`config.mk`:
```
export PLATFORM = sky130hd
export DESIGN_NAME = spio_port
export DESIGN_NICKNAME = d
export VERILOG_FILES = /design/src/rtl/spio_pkg.sv /design/src/rtl/spio_pin_cell.sv /design/src/rtl/spio_req_route.sv /design/src/rtl/spio_port.sv
export SDC_FILE = /design/constraint.sdc
export NUM_CORES = 1
export LEC_CHECK = 0
export CORE_UTILIZATION = 45
export DETAILED_ROUTE_END_ITERATION = 16
export DONT_BUFFER_PORTS = 1
export GPL_TIMING_DRIVEN = 0
export PLACE_DENSITY = 0.57
export SETUP_SLACK_MARGIN = 0.2
export SLEW_MARGIN = 20
export SYNTH_ARGS = -nofsm -noshare
export SYNTH_HDL_FRONTEND = slang
export SYNTH_SLANG_ARGS = --single-unit
```
`constraint.sdc`:
```
create_clock -name clk -period 4.4 [get_ports clk]
set_clock_uncertainty 0.1 [all_clocks]
set_input_delay 0.44 -clock clk [delete_from_list [all_inputs] [get_ports clk]]
set_output_delay 0.44 -clock clk [all_outputs]
set_load 0.01 [all_outputs]
```
`src/rtl/spio_pkg.sv`:
```
// Package for the six-bit I/O port with pin multiplexing.
// Shared by the port top, the pin cell and the request router; no assumptions.
package spio_pkg;

   localparam int          SPIO_ADDR_W        = 8;
   localparam int          SPIO_PINS          = 6;
   localparam int          SPIO_NBR_PINS      = 2;

   localparam logic [7:0]  SPIO_OFS_DIR       = 8'h00;
   localparam logic [7:0]  SPIO_OFS_DATA      = 8'h04;
   localparam logic [7:0]  SPIO_OFS_LEVEL     = 8'h08;
   localparam logic [7:0]  SPIO_OFS_CTRL      = 8'h0c;
   localparam logic [7:0]  SPIO_OFS_INTSEL    = 8'h10;
   localparam logic [7:0]  SPIO_OFS_XMODE     = 8'h14;
   localparam logic [7:0]  SPIO_OFS_NBR_DIR   = 8'h18;
   localparam logic [7:0]  SPIO_OFS_NBR_DATA  = 8'h1c;
   localparam logic [7:0]  SPIO_OFS_NBR_LEVEL = 8'h20;

   localparam logic [5:0]  SPIO_DIR_RST       = 6'h00;
   localparam logic [5:0]  SPIO_DATA_RST      = 6'h00;
   localparam logic [5:0]  SPIO_INTSEL_RST    = 6'h00;
   localparam logic [1:0]  SPIO_CTRL_RST      = 2'h0;
   localparam logic [3:0]  SPIO_XMODE_RST     = 4'h0;
   localparam logic [1:0]  SPIO_NBR_RST       = 2'h0;

   localparam int          SPIO_CTRL_EXPANSION_ENABLE     = 0;
   localparam int          SPIO_CTRL_DSEL     = 1;
   localparam int          SPIO_XM_ACK3       = 0;
   localparam int          SPIO_XM_ACK2       = 1;
   localparam int          SPIO_XM_END3       = 2;
   localparam int          SPIO_XM_END2       = 3;

   localparam logic [1:0]  SPIO_RESP_OKAY     = 2'h0;
   localparam logic [1:0]  SPIO_RESP_SLVERR   = 2'h2;

endpackage : spio_pkg

```
`src/rtl/spio_pin_cell.sv`:
```
// One multiplexed pin: general I/O or an alternate output, plus interrupt tap.
// Assumes the pin level is synchronous to clk.
`timescale 1ns/1ps
module spio_pin_cell
   import spio_pkg::*;
(
   input  wire logic clk,
   input  wire logic reset,
   input  wire logic dirBit,
   input  wire logic dataBit,
   input  wire logic altEn,
   input  wire logic altVal,
   input  wire logic intSel,
   input  wire logic pinIn,
   output logic      pinOut_r,
   output logic      pinOe_r,
   output logic      intr_n_r
);
   wire logic pinOut_nxt;
   wire logic pinOe_nxt;
   wire logic intr_n_nxt;

   // Alternate output overrides the direction bit
   assign pinOut_nxt = altEn ? altVal : dataBit;
   assign pinOe_nxt  = altEn | dirBit;
   // Interrupt tap works alongside either direction
   assign intr_n_nxt = intSel ? pinIn : 1'b1;

   always_ff @(posedge clk or posedge reset) begin
      if (reset) begin
         pinOut_r <= 1'b0;
         pinOe_r  <= 1'b0;
         intr_n_r <= 1'b1;
      end else begin
         pinOut_r <= pinOut_nxt;
         pinOe_r  <= pinOe_nxt;
         intr_n_r <= intr_n_nxt;
      end
   end
endmodule : spio_pin_cell

```
`src/rtl/spio_req_route.sv`:
```
// Routes pin levels to the DMA request inputs of both DMA units.
// Assumes pin levels are synchronous to clk; requests are active low.
`timescale 1ns/1ps
module spio_req_route
   import spio_pkg::*;
(
   input  wire logic       clk,
   input  wire logic       reset,
   input  wire logic [1:0] nbrPinIn,
   input  wire logic [1:0] portPinIn,
   input  wire logic       dmaUnitSelect,
   output logic [3:0]      xdmaRequest_n_r,
   output logic [1:0]      dmaRequest_n_r
);
   wire logic [3:0] xreq_nxt;
   wire logic [1:0] dreq_nxt;

   assign xreq_nxt = {portPinIn[1], portPinIn[0], nbrPinIn[1], nbrPinIn[0]};
   assign dreq_nxt = dmaUnitSelect ? nbrPinIn : 2'h3;

   always_ff @(posedge clk or posedge reset) begin
      if (reset) begin
         xdmaRequest_n_r <= 4'hf;
         dmaRequest_n_r  <= 2'h3;
      end else begin
         xdmaRequest_n_r <= xreq_nxt;
         dmaRequest_n_r  <= dreq_nxt;
      end
   end
endmodule : spio_req_route

```
`src/rtl/spio_port.sv`:
```
// Six-bit multiplexed I/O port with two neighbouring-port pins, AXI4-Lite registers.
// Assumes pins and DMA strobes are synchronous to clk; pads resolve pin from out/oe.
//
// Notes on behaviour
// - Six bidirectional pins on bits 5..0, each with alternate functions.
// - Direction register is write-only; reads return zero, not the setting.
// - Direction bit 1 makes an output, 0 an input; resets to 0.
// - Bits 7 and 6 of direction and data read zero, ignore writes.
// - Output data register is read/write, resets zero, drives output pins.
// - Level readback gives data bit when output, pin level when input.
// - Level readback bits 7 and 6 are unspecified; here zero.
// - Expanded mode: pin 5 is channel 3 acknowledge when its ack-mode bit set.
// - Expanded mode: pin 4 is channel 2 acknowledge when its ack-mode bit set.
// - Expanded mode: pin 3 is channel 3 transfer-end when enable set.
// - Expansion disabled: pins 5..2 are plain general I/O only.
// - Interrupt select routes pin to active-low interrupt, alongside I/O use.
// - Neighbour pin 1 direction from its bit; always feeds external request 1.
// - Unit select gates neighbour pins to on-chip requests; pin 0 feeds request 0.
// - Expanded mode: pin 2 is channel 2 transfer-end when enable set.
// - Pins 1 and 0 are I/O feeding external requests 3 and 2.
`timescale 1ns/1ps
module spio_port
   import spio_pkg::*;
#(
   parameter int PINS = SPIO_PINS
)(
   input  wire logic                   clk,
   input  wire logic                   reset,
   input  wire logic [SPIO_ADDR_W-1:0] s_axi_awaddr,
   input  wire logic [2:0]             s_axi_awprot,
   input  wire logic                   s_axi_awvalid,
   output logic                        s_axi_awready,
   input  wire logic [31:0]            s_axi_wdata,
   input  wire logic [3:0]             s_axi_wstrb,
   input  wire logic                   s_axi_wvalid,
   output logic                        s_axi_wready,
   output logic [1:0]                  s_axi_bresp,
   output logic                        s_axi_bvalid,
   input  wire logic                   s_axi_bready,
   input  wire logic [SPIO_ADDR_W-1:0] s_axi_araddr,
   input  wire logic [2:0]             s_axi_arprot,
   input  wire logic                   s_axi_arvalid,
   output logic                        s_axi_arready,
   output logic [31:0]                 s_axi_rdata,
   output logic [1:0]                  s_axi_rresp,
   output logic                        s_axi_rvalid,
   input  wire logic                   s_axi_rready,
   input  wire logic [PINS-1:0]        pinIn,
   output logic [PINS-1:0]             pinOut,
   output logic [PINS-1:0]             pinOe,
   input  wire logic [1:0]             nbrPinIn,
   output logic [1:0]                  nbrPinOut,
   output logic [1:0]                  nbrPinOe,
   input  wire logic                   xdmaAckCh3,
   input  wire logic                   xdmaAckCh2,
   input  wire logic                   xdmaDoneCh3,
   input  wire logic                   xdmaDoneCh2,
   output logic [PINS-1:0]             extIntr_n,
   output logic [3:0]                  xdmaRequest_n,
   output logic [1:0]                  dmaRequest_n
);

   // Register state
   logic [PINS-1:0] pinDirection_r;
   logic [PINS-1:0] pinOutputData_r;
   logic [PINS-1:0] intPinSelect_r;
   logic [1:0]      ctrl_r;
   logic [3:0]      xdmaMode_r;
   logic [1:0]      nbrDir_r;
   logic [1:0]      nbrData_r;

   // Write channel state
   logic                   awHave_r;
   logic                   wHave_r;
   logic [SPIO_ADDR_W-1:0] awAddr_r;
   logic [31:0]            wData_r;
   logic [3:0]             wStrb_r;
   logic                   awReady_r;
   logic                   wReady_r;
   logic                   bValid_r;
   logic [1:0]             bResp_r;

   // Read channel state
   logic                   arReady_r;
   logic                   rValid_r;
   logic [31:0]            rData_r;
   logic [1:0]             rResp_r;

   // Write handshake decode
   wire logic awTake;
   wire logic wTake;
   wire logic doWrite;
   wire logic awHave_nxt;
   wire logic wHave_nxt;
   wire logic bValid_nxt;
   wire logic lane0;

   assign awTake     = s_axi_awvalid & awReady_r;
   assign wTake      = s_axi_wvalid & wReady_r;
   assign doWrite    = awHave_r & wHave_r & ~bValid_r;
   assign awHave_nxt = (awHave_r | awTake) & ~doWrite;
   assign wHave_nxt  = (wHave_r | wTake) & ~doWrite;
   assign bValid_nxt = doWrite | (bValid_r & ~s_axi_bready);
   assign lane0      = wStrb_r[0];

   // Write address decode
   wire logic wrDir;
   wire logic wrData;
   wire logic wrCtrl;
   wire logic wrIntSel;
   wire logic wrXMode;
   wire logic wrNbrDir;
   wire logic wrNbrData;
   wire logic wrRo;
   wire logic wrHit;

   assign wrDir     = doWrite & lane0 & (awAddr_r == SPIO_OFS_DIR);
   assign wrData    = doWrite & lane0 & (awAddr_r == SPIO_OFS_DATA);
   assign wrCtrl    = doWrite & lane0 & (awAddr_r == SPIO_OFS_CTRL);
   assign wrIntSel  = doWrite & lane0 & (awAddr_r == SPIO_OFS_INTSEL);
   assign wrXMode   = doWrite & lane0 & (awAddr_r == SPIO_OFS_XMODE);
   assign wrNbrDir  = doWrite & lane0 & (awAddr_r == SPIO_OFS_NBR_DIR);
   assign wrNbrData = doWrite & lane0 & (awAddr_r == SPIO_OFS_NBR_DATA);
   assign wrRo      = (awAddr_r == SPIO_OFS_LEVEL) | (awAddr_r == SPIO_OFS_NBR_LEVEL);
   assign wrHit     = wrRo | (awAddr_r == SPIO_OFS_DIR) | (awAddr_r == SPIO_OFS_DATA)
                    | (awAddr_r == SPIO_OFS_CTRL) | (awAddr_r == SPIO_OFS_INTSEL)
                    | (awAddr_r == SPIO_OFS_XMODE) | (awAddr_r == SPIO_OFS_NBR_DIR)
                    | (awAddr_r == SPIO_OFS_NBR_DATA);

   // Next register values; bits above the pins are dropped
   wire logic [PINS-1:0] pinDirection_nxt;
   wire logic [PINS-1:0] pinOutputData_nxt;
   wire logic [PINS-1:0] intPinSelect_nxt;
   wire logic [1:0]      ctrl_nxt;
   wire logic [3:0]      xdmaMode_nxt;
   wire logic [1:0]      nbrDir_nxt;
   wire logic [1:0]      nbrData_nxt;

   assign pinDirection_nxt  = wrDir     ? wData_r[PINS-1:0] : pinDirection_r;
   assign pinOutputData_nxt = wrData    ? wData_r[PINS-1:0] : pinOutputData_r;
   assign intPinSelect_nxt  = wrIntSel  ? wData_r[PINS-1:0] : intPinSelect_r;
   assign ctrl_nxt          = wrCtrl    ? wData_r[1:0]      : ctrl_r;
   assign xdmaMode_nxt      = wrXMode   ? wData_r[3:0]      : xdmaMode_r;
   assign nbrDir_nxt        = wrNbrDir  ? wData_r[1:0]      : nbrDir_r;
   assign nbrData_nxt       = wrNbrData ? wData_r[1:0]      : nbrData_r;

   // Mode decode
   wire logic expansionEnable;
   wire logic dmaUnitSelect;
   wire logic [PINS-1:0] altEn;
   wire logic [PINS-1:0] altVal;

   assign expansionEnable = ctrl_r[SPIO_CTRL_EXPANSION_ENABLE];
   assign dmaUnitSelect   = ctrl_r[SPIO_CTRL_DSEL];
   // Alternate DMA outputs exist only with expansion enabled
   assign altEn[5] = expansionEnable & xdmaMode_r[SPIO_XM_ACK3];
   assign altEn[4] = expansionEnable & xdmaMode_r[SPIO_XM_ACK2];
   assign altEn[3] = expansionEnable & xdmaMode_r[SPIO_XM_END3];
   assign altEn[2] = expansionEnable & xdmaMode_r[SPIO_XM_END2];
   assign altEn[1] = 1'b0;
   assign altEn[0] = 1'b0;
   assign altVal   = {xdmaAckCh3, xdmaAckCh2, xdmaDoneCh3, xdmaDoneCh2, 2'h0};

   // Level readback
   wire logic [PINS-1:0] pinLevel;
   wire logic [1:0]      nbrLevel;

   assign pinLevel = (pinDirection_r & pinOutputData_r) | (~pinDirection_r & pinIn);
   assign nbrLevel = (nbrDir_r & nbrData_r) | (~nbrDir_r & nbrPinIn);

   // Read decode; direction reads back zero, reserved bits zero
   wire logic        arTake;
   wire logic        rValid_nxt;
   wire logic [31:0] rdMux;
   wire logic        rdHit;

   assign arTake     = s_axi_arvalid & arReady_r;
   assign rValid_nxt = arTake | (rValid_r & ~s_axi_rready);
   assign rdHit      = (s_axi_araddr == SPIO_OFS_DIR) | (s_axi_araddr == SPIO_OFS_DATA)
                     | (s_axi_araddr == SPIO_OFS_LEVEL) | (s_axi_araddr == SPIO_OFS_CTRL)
                     | (s_axi_araddr == SPIO_OFS_INTSEL) | (s_axi_araddr == SPIO_OFS_XMODE)
                     | (s_axi_araddr == SPIO_OFS_NBR_DIR) | (s_axi_araddr == SPIO_OFS_NBR_DATA)
                     | (s_axi_araddr == SPIO_OFS_NBR_LEVEL);
   assign rdMux =
      (s_axi_araddr == SPIO_OFS_DATA)      ? {{(32-PINS){1'b0}}, pinOutputData_r} :
      (s_axi_araddr == SPIO_OFS_LEVEL)     ? {{(32-PINS){1'b0}}, pinLevel} :
      (s_axi_araddr == SPIO_OFS_CTRL)      ? {30'h0, ctrl_r} :
      (s_axi_araddr == SPIO_OFS_INTSEL)    ? {{(32-PINS){1'b0}}, intPinSelect_r} :
      (s_axi_araddr == SPIO_OFS_XMODE)     ? {28'h0, xdmaMode_r} :
      (s_axi_araddr == SPIO_OFS_NBR_DATA)  ? {30'h0, nbrData_r} :
      (s_axi_araddr == SPIO_OFS_NBR_LEVEL) ? {30'h0, nbrLevel} :
                                             32'h0;

   // Register file
   always_ff @(posedge clk or posedge reset) begin
      if (reset) begin
         pinDirection_r  <= SPIO_DIR_RST;
         pinOutputData_r <= SPIO_DATA_RST;
         intPinSelect_r  <= SPIO_INTSEL_RST;
         ctrl_r          <= SPIO_CTRL_RST;
         xdmaMode_r      <= SPIO_XMODE_RST;
         nbrDir_r        <= SPIO_NBR_RST;
         nbrData_r       <= SPIO_NBR_RST;
      end else begin
         pinDirection_r  <= pinDirection_nxt;
         pinOutputData_r <= pinOutputData_nxt;
         intPinSelect_r  <= intPinSelect_nxt;
         ctrl_r          <= ctrl_nxt;
         xdmaMode_r      <= xdmaMode_nxt;
         nbrDir_r        <= nbrDir_nxt;
         nbrData_r       <= nbrData_nxt;
      end
   end

   // Write channels; address and data taken in either order
   always_ff @(posedge clk or posedge reset) begin
      if (reset) begin
         awHave_r  <= 1'b0;
         wHave_r   <= 1'b0;
         awAddr_r  <= '0;
         wData_r   <= 32'h0;
         wStrb_r   <= 4'h0;
         awReady_r <= 1'b0;
         wReady_r  <= 1'b0;
         bValid_r  <= 1'b0;
         bResp_r   <= SPIO_RESP_OKAY;
      end else begin
         awHave_r  <= awHave_nxt;
         wHave_r   <= wHave_nxt;
         awReady_r <= ~awHave_nxt;
         wReady_r  <= ~wHave_nxt;
         bValid_r  <= bValid_nxt;
         if (awTake) begin
            awAddr_r <= s_axi_awaddr;
         end
         if (wTake) begin
            wData_r <= s_axi_wdata;
            wStrb_r <= s_axi_wstrb;
         end
         if (doWrite) begin
            bResp_r <= wrHit ? SPIO_RESP_OKAY : SPIO_RESP_SLVERR;
         end
      end
   end

   // Read channel
   always_ff @(posedge clk or posedge reset) begin
      if (reset) begin
         arReady_r <= 1'b0;
         rValid_r  <= 1'b0;
         rData_r   <= 32'h0;
         rResp_r   <= SPIO_RESP_OKAY;
      end else begin
         arReady_r <= ~rValid_nxt;
         rValid_r  <= rValid_nxt;
         if (arTake) begin
            rData_r <= rdMux;
            rResp_r <= rdHit ? SPIO_RESP_OKAY : SPIO_RESP_SLVERR;
         end
      end
   end

   assign s_axi_awready = awReady_r;
   assign s_axi_wready  = wReady_r;
   assign s_axi_bvalid  = bValid_r;
   assign s_axi_bresp   = bResp_r;
   assign s_axi_arready = arReady_r;
   assign s_axi_rvalid  = rValid_r;
   assign s_axi_rdata   = rData_r;
   assign s_axi_rresp   = rResp_r;

   // Port pins
   genvar g;
   generate
      for (g = 0; g < PINS; g = g + 1) begin : gPin
         spio_pin_cell uPin (
            .clk      (clk),
            .reset    (reset),
            .dirBit   (pinDirection_r[g]),
            .dataBit  (pinOutputData_r[g]),
            .altEn    (altEn[g]),
            .altVal   (altVal[g]),
            .intSel   (intPinSelect_r[g]),
            .pinIn    (pinIn[g]),
            .pinOut_r (pinOut[g]),
            .pinOe_r  (pinOe[g]),
            .intr_n_r (extIntr_n[g])
         );
      end
      // Neighbouring pins: direction bit alone, no alternate output
      for (g = 0; g < 2; g = g + 1) begin : gNbr
         spio_pin_cell uNbr (
            .clk      (clk),
            .reset    (reset),
            .dirBit   (nbrDir_r[g]),
            .dataBit  (nbrData_r[g]),
            .altEn    (1'b0),
            .altVal   (1'b0),
            .intSel   (1'b0),
            .pinIn    (nbrPinIn[g]),
            .pinOut_r (nbrPinOut[g]),
            .pinOe_r  (nbrPinOe[g]),
            .intr_n_r ()
         );
      end
   endgenerate

   // DMA request routing
   spio_req_route uReq (
      .clk             (clk),
      .reset           (reset),
      .nbrPinIn        (nbrPinIn),
      .portPinIn       (pinIn[1:0]),
      .dmaUnitSelect   (dmaUnitSelect),
      .xdmaRequest_n_r (xdmaRequest_n),
      .dmaRequest_n_r  (dmaRequest_n)
   );

endmodule : spio_port

```
==> impl_metrics.toml <==
[finish]
nets = 440
insertedDiodeCount = 0
layout_common_cells = "dfrtp_1, buf_4, mux2_2"
fillers = 740
drive_gt1_frac = 0.372
final_common_cell = "dfrtp_1"
final_core_util = 0.538
area.growth.synth_to_final_pct = 14.4
final_cell_area_mm2 = 0.00449

[die]
initial_core_util = 0.471
die_area_mm2 = 0.00910
die_h_um = 95.4
core_region_area_mm2 = 0.00834
die_w_um = 95.4
ioPinCount = 146
rows = 33

[synth]
ys_seq_area_frac = 0.552
synthCells = 319
synth_cell_types = 41
synth_seq_cells = 86
netlist_area_mm2 = 0.00393
syn_area_per_cell_um2 = 12.3
yosys_warnings = 0

[clock_network]
clock-root-buffer = "clkbuf_8"
clockBufferDepth = 2
cts_tree = "built"
cts_hold_buf = 5
clk_pin_slew_worst_paths_ns = 0.08
postCtsResizedCells = 0
cts_setup_buffers = 0
ctsHtreeMaxLevel = 3
clock_latency_ns = 0.36
cts_inserted_buffers = 9
clock_sinks = 86

[grt]
grt_max_degree = 50
grt_pass1_wl_um = 11700
grt_pass1_vias = 2293
antenna_found_initial = 0
grt_use_total = 0.177
overflow = 0

[timing]
tns_ns = 0
fin_crit_ns = 2.27
finalHoldViolCount = 0
rsz0062_at_grt = "no"
slew_viol_final = 0
tightestPinTransition_ns = 0.548
setup_violations = 0
finalCritPeriodShare = 0.515
fmax_mhz = 441
slew_headroom = 0.625
timing.hold.ws_ns = 0.0736

[hold_path]
hold_path_depth = 1
hp-class = "in2reg"

[drt]
vias = 2338
viasPerCell = 4.94
wl_um = 7380
avgRoutedWirePerCell_um = 15.6
antenna_left = 0
dr.first_iter.drc_count = 77
drc = 0
drt-pass1-iter-count = 4

[placement]
postPlaceCellArea_mm2 = 0.00419
detailed_place_hpwl_um = 5240
gp_congestion = 0.799
portBuffers = 0

[worst_setup_path]
path_delay_family = "simple AND/OR/NAND/NOR gates"
path_class = "reg2reg"
cp_slowest_cell = "or4_1"
worstPathArrival_ns = 2.41
worst-path-stages = 5
crit_required_ns = 4.54
crit_chain = "or4_1, nor2_2, nand4b_1, nor3b_1, mux2_2"
worst-path-buf-inv = 0
critPathCaptureType = "flop"
critical-path-max-stage-delay_ns = 0.53
r2r_cells = 5
crit_fanout = 3
start_kind = "flop"

[status]
status = "finished, final reports clean"

[pwr]
power_density_mw_per_mm2 = 479
p_leak_uw = 0.00218
report.power.total_uw = 2150
ir_worst_vdd_uv = 244

[run]
max-cap-violations = 0
==> state kept, by name (all words and copies together) (netlist names), 2 cells and up <==
register and count:
awAddr_r 8, gPin.uPin.intr_n_r 6, gPin.uPin.pinOe_r 6, gPin.uPin.pinOut_r 6
intPinSelect_r 6, pinDirection_r 6, pinOutputData_r 6, s_axi_rdata 6
wData_r 6, uReq.xdmaRequest_n_r 4, xdmaMode_r 4, ctrl_r 2
gNbr.uNbr.pinOe_r 2, gNbr.uNbr.pinOut_r 2, nbrData_r 2, nbrDir_r 2
uReq.dmaRequest_n_r 2
==> per-stage QoR <==
step,cells,setup WS [ns]
after detailed placement,452,2.14
final,473,2.13
after global routing,473,1.95
after CTS,473,2.12
after floorplan,346,1.66
after global placement,451,0.751
==> kinds of logic after synthesis <==
| logic type | Yosys count | share of synthesized area |
|---|---|---|
| DFF | 86 | 0.552 |
| and+or+nand+nor | 79 | 0.126 |
| buffers and inverters | 68 | 0.114 |
| muxes | 53 | 0.150 |
| AOI/OAI and AO/OA | 32 | 0.0571 |
| other | 1 | 0.000955 |
==> synth_stat cells (all sizes together) <==
master   count  area, um^2
and3         3        18.8
o2bb2ai      1        8.76
a21oi        3        15.0
inv          9        33.8
or3b         1        8.76
clkbuf       7        26.3
nand3b       3        47.6
o31ai        2        15.0
nor4         2        12.5
a41oi        1        8.76
nand3        1        17.5
o221ai       2        17.5
or4b         1        10.0
mux2        47         529
or4          1        7.51
a22oi        4        30.0
dfrtp       74        1850
a2111oi      1        8.76
nand2       16        67.6
a31oi        2        12.5
dfstp       12         315
o21ai        6        30.0
nand4b       1        8.76
nand2b      19         119
and3b        1        8.76
nor3         7        35.0
nor2        11        43.8
mux2i        6        60.1
buf         52         388
nor3b        2        15.0
o22ai        4        25.0
conb         1        3.75
o2111ai      4        35.0
o32ai        2        17.5
nor2b        4        25.0
and2         5        31.3
and4bb       1        16.3
==> worst register-to-register path, cell delays in order, from the launching register on <==
cell and delay, ns:
dfrtp_1 0.38, or4_1 0.54, nor2_2 0.15, nand4b_1 0.18, nor3b_1 0.43, mux2_2 0.38
==> worst paths after layout <==
check	from	end	slack (ns)
max in group asynchronous	reset	uReq.dmaRequest_n_r[1]	3.06
worst min register to register	pinDirection_r[0]	gPin[0].uPin.pinOe_r	0.32
worst max register to register	awAddr_r[0]	nbrDir_r[1]	2.13
worst min-delay path	s_axi_bready	s_axi_bvalid	0.07
worst max-delay path	awAddr_r[0]	nbrDir_r[1]	2.13
min in group asynchronous	reset	awAddr_r[2]	0.49
==> where the power goes <==
group	internal [uW]	total [uW]	switching, uW
Sequential	952	1090	134
Combinational	210	390	180
Clock	398	676	279
==> layout make-up <==
| cell class | instances | area (um^2) | share of cell area |
|---|---|---|---|
| Buffer | 59 | 414 | 0.0922 |
| Clock buffer | 14 | 193 | 0.0429 |
| Clock inverter | 2 | 60.1 | 0.0134 |
| Inverter | 9 | 36.3 | 0.00808 |
| Multi-Input combinational cell | 192 | 1410 | 0.314 |
| Sequential cell | 86 | 2170 | 0.483 |
| Tap cell | 105 | 131 | 0.0293 |
| Timing Repair Buffer | 6 | 77.6 | 0.0173 |
==> layer usage <==
metal / vias to the layer above / routed length, um / part of all wire / GRT usage
met5: - / 0 / 0 / 0
met4: 0 / 144 / 0.020 / 0.0846
met3: 12 / 550 / 0.075 / 0.0470
met2: 90 / 3300 / 0.45 / 0.272
met1: 1122 / 3380 / 0.46 / 0.233
li1: 1114 / - / - / -
(Power assumes the default switching activity.)
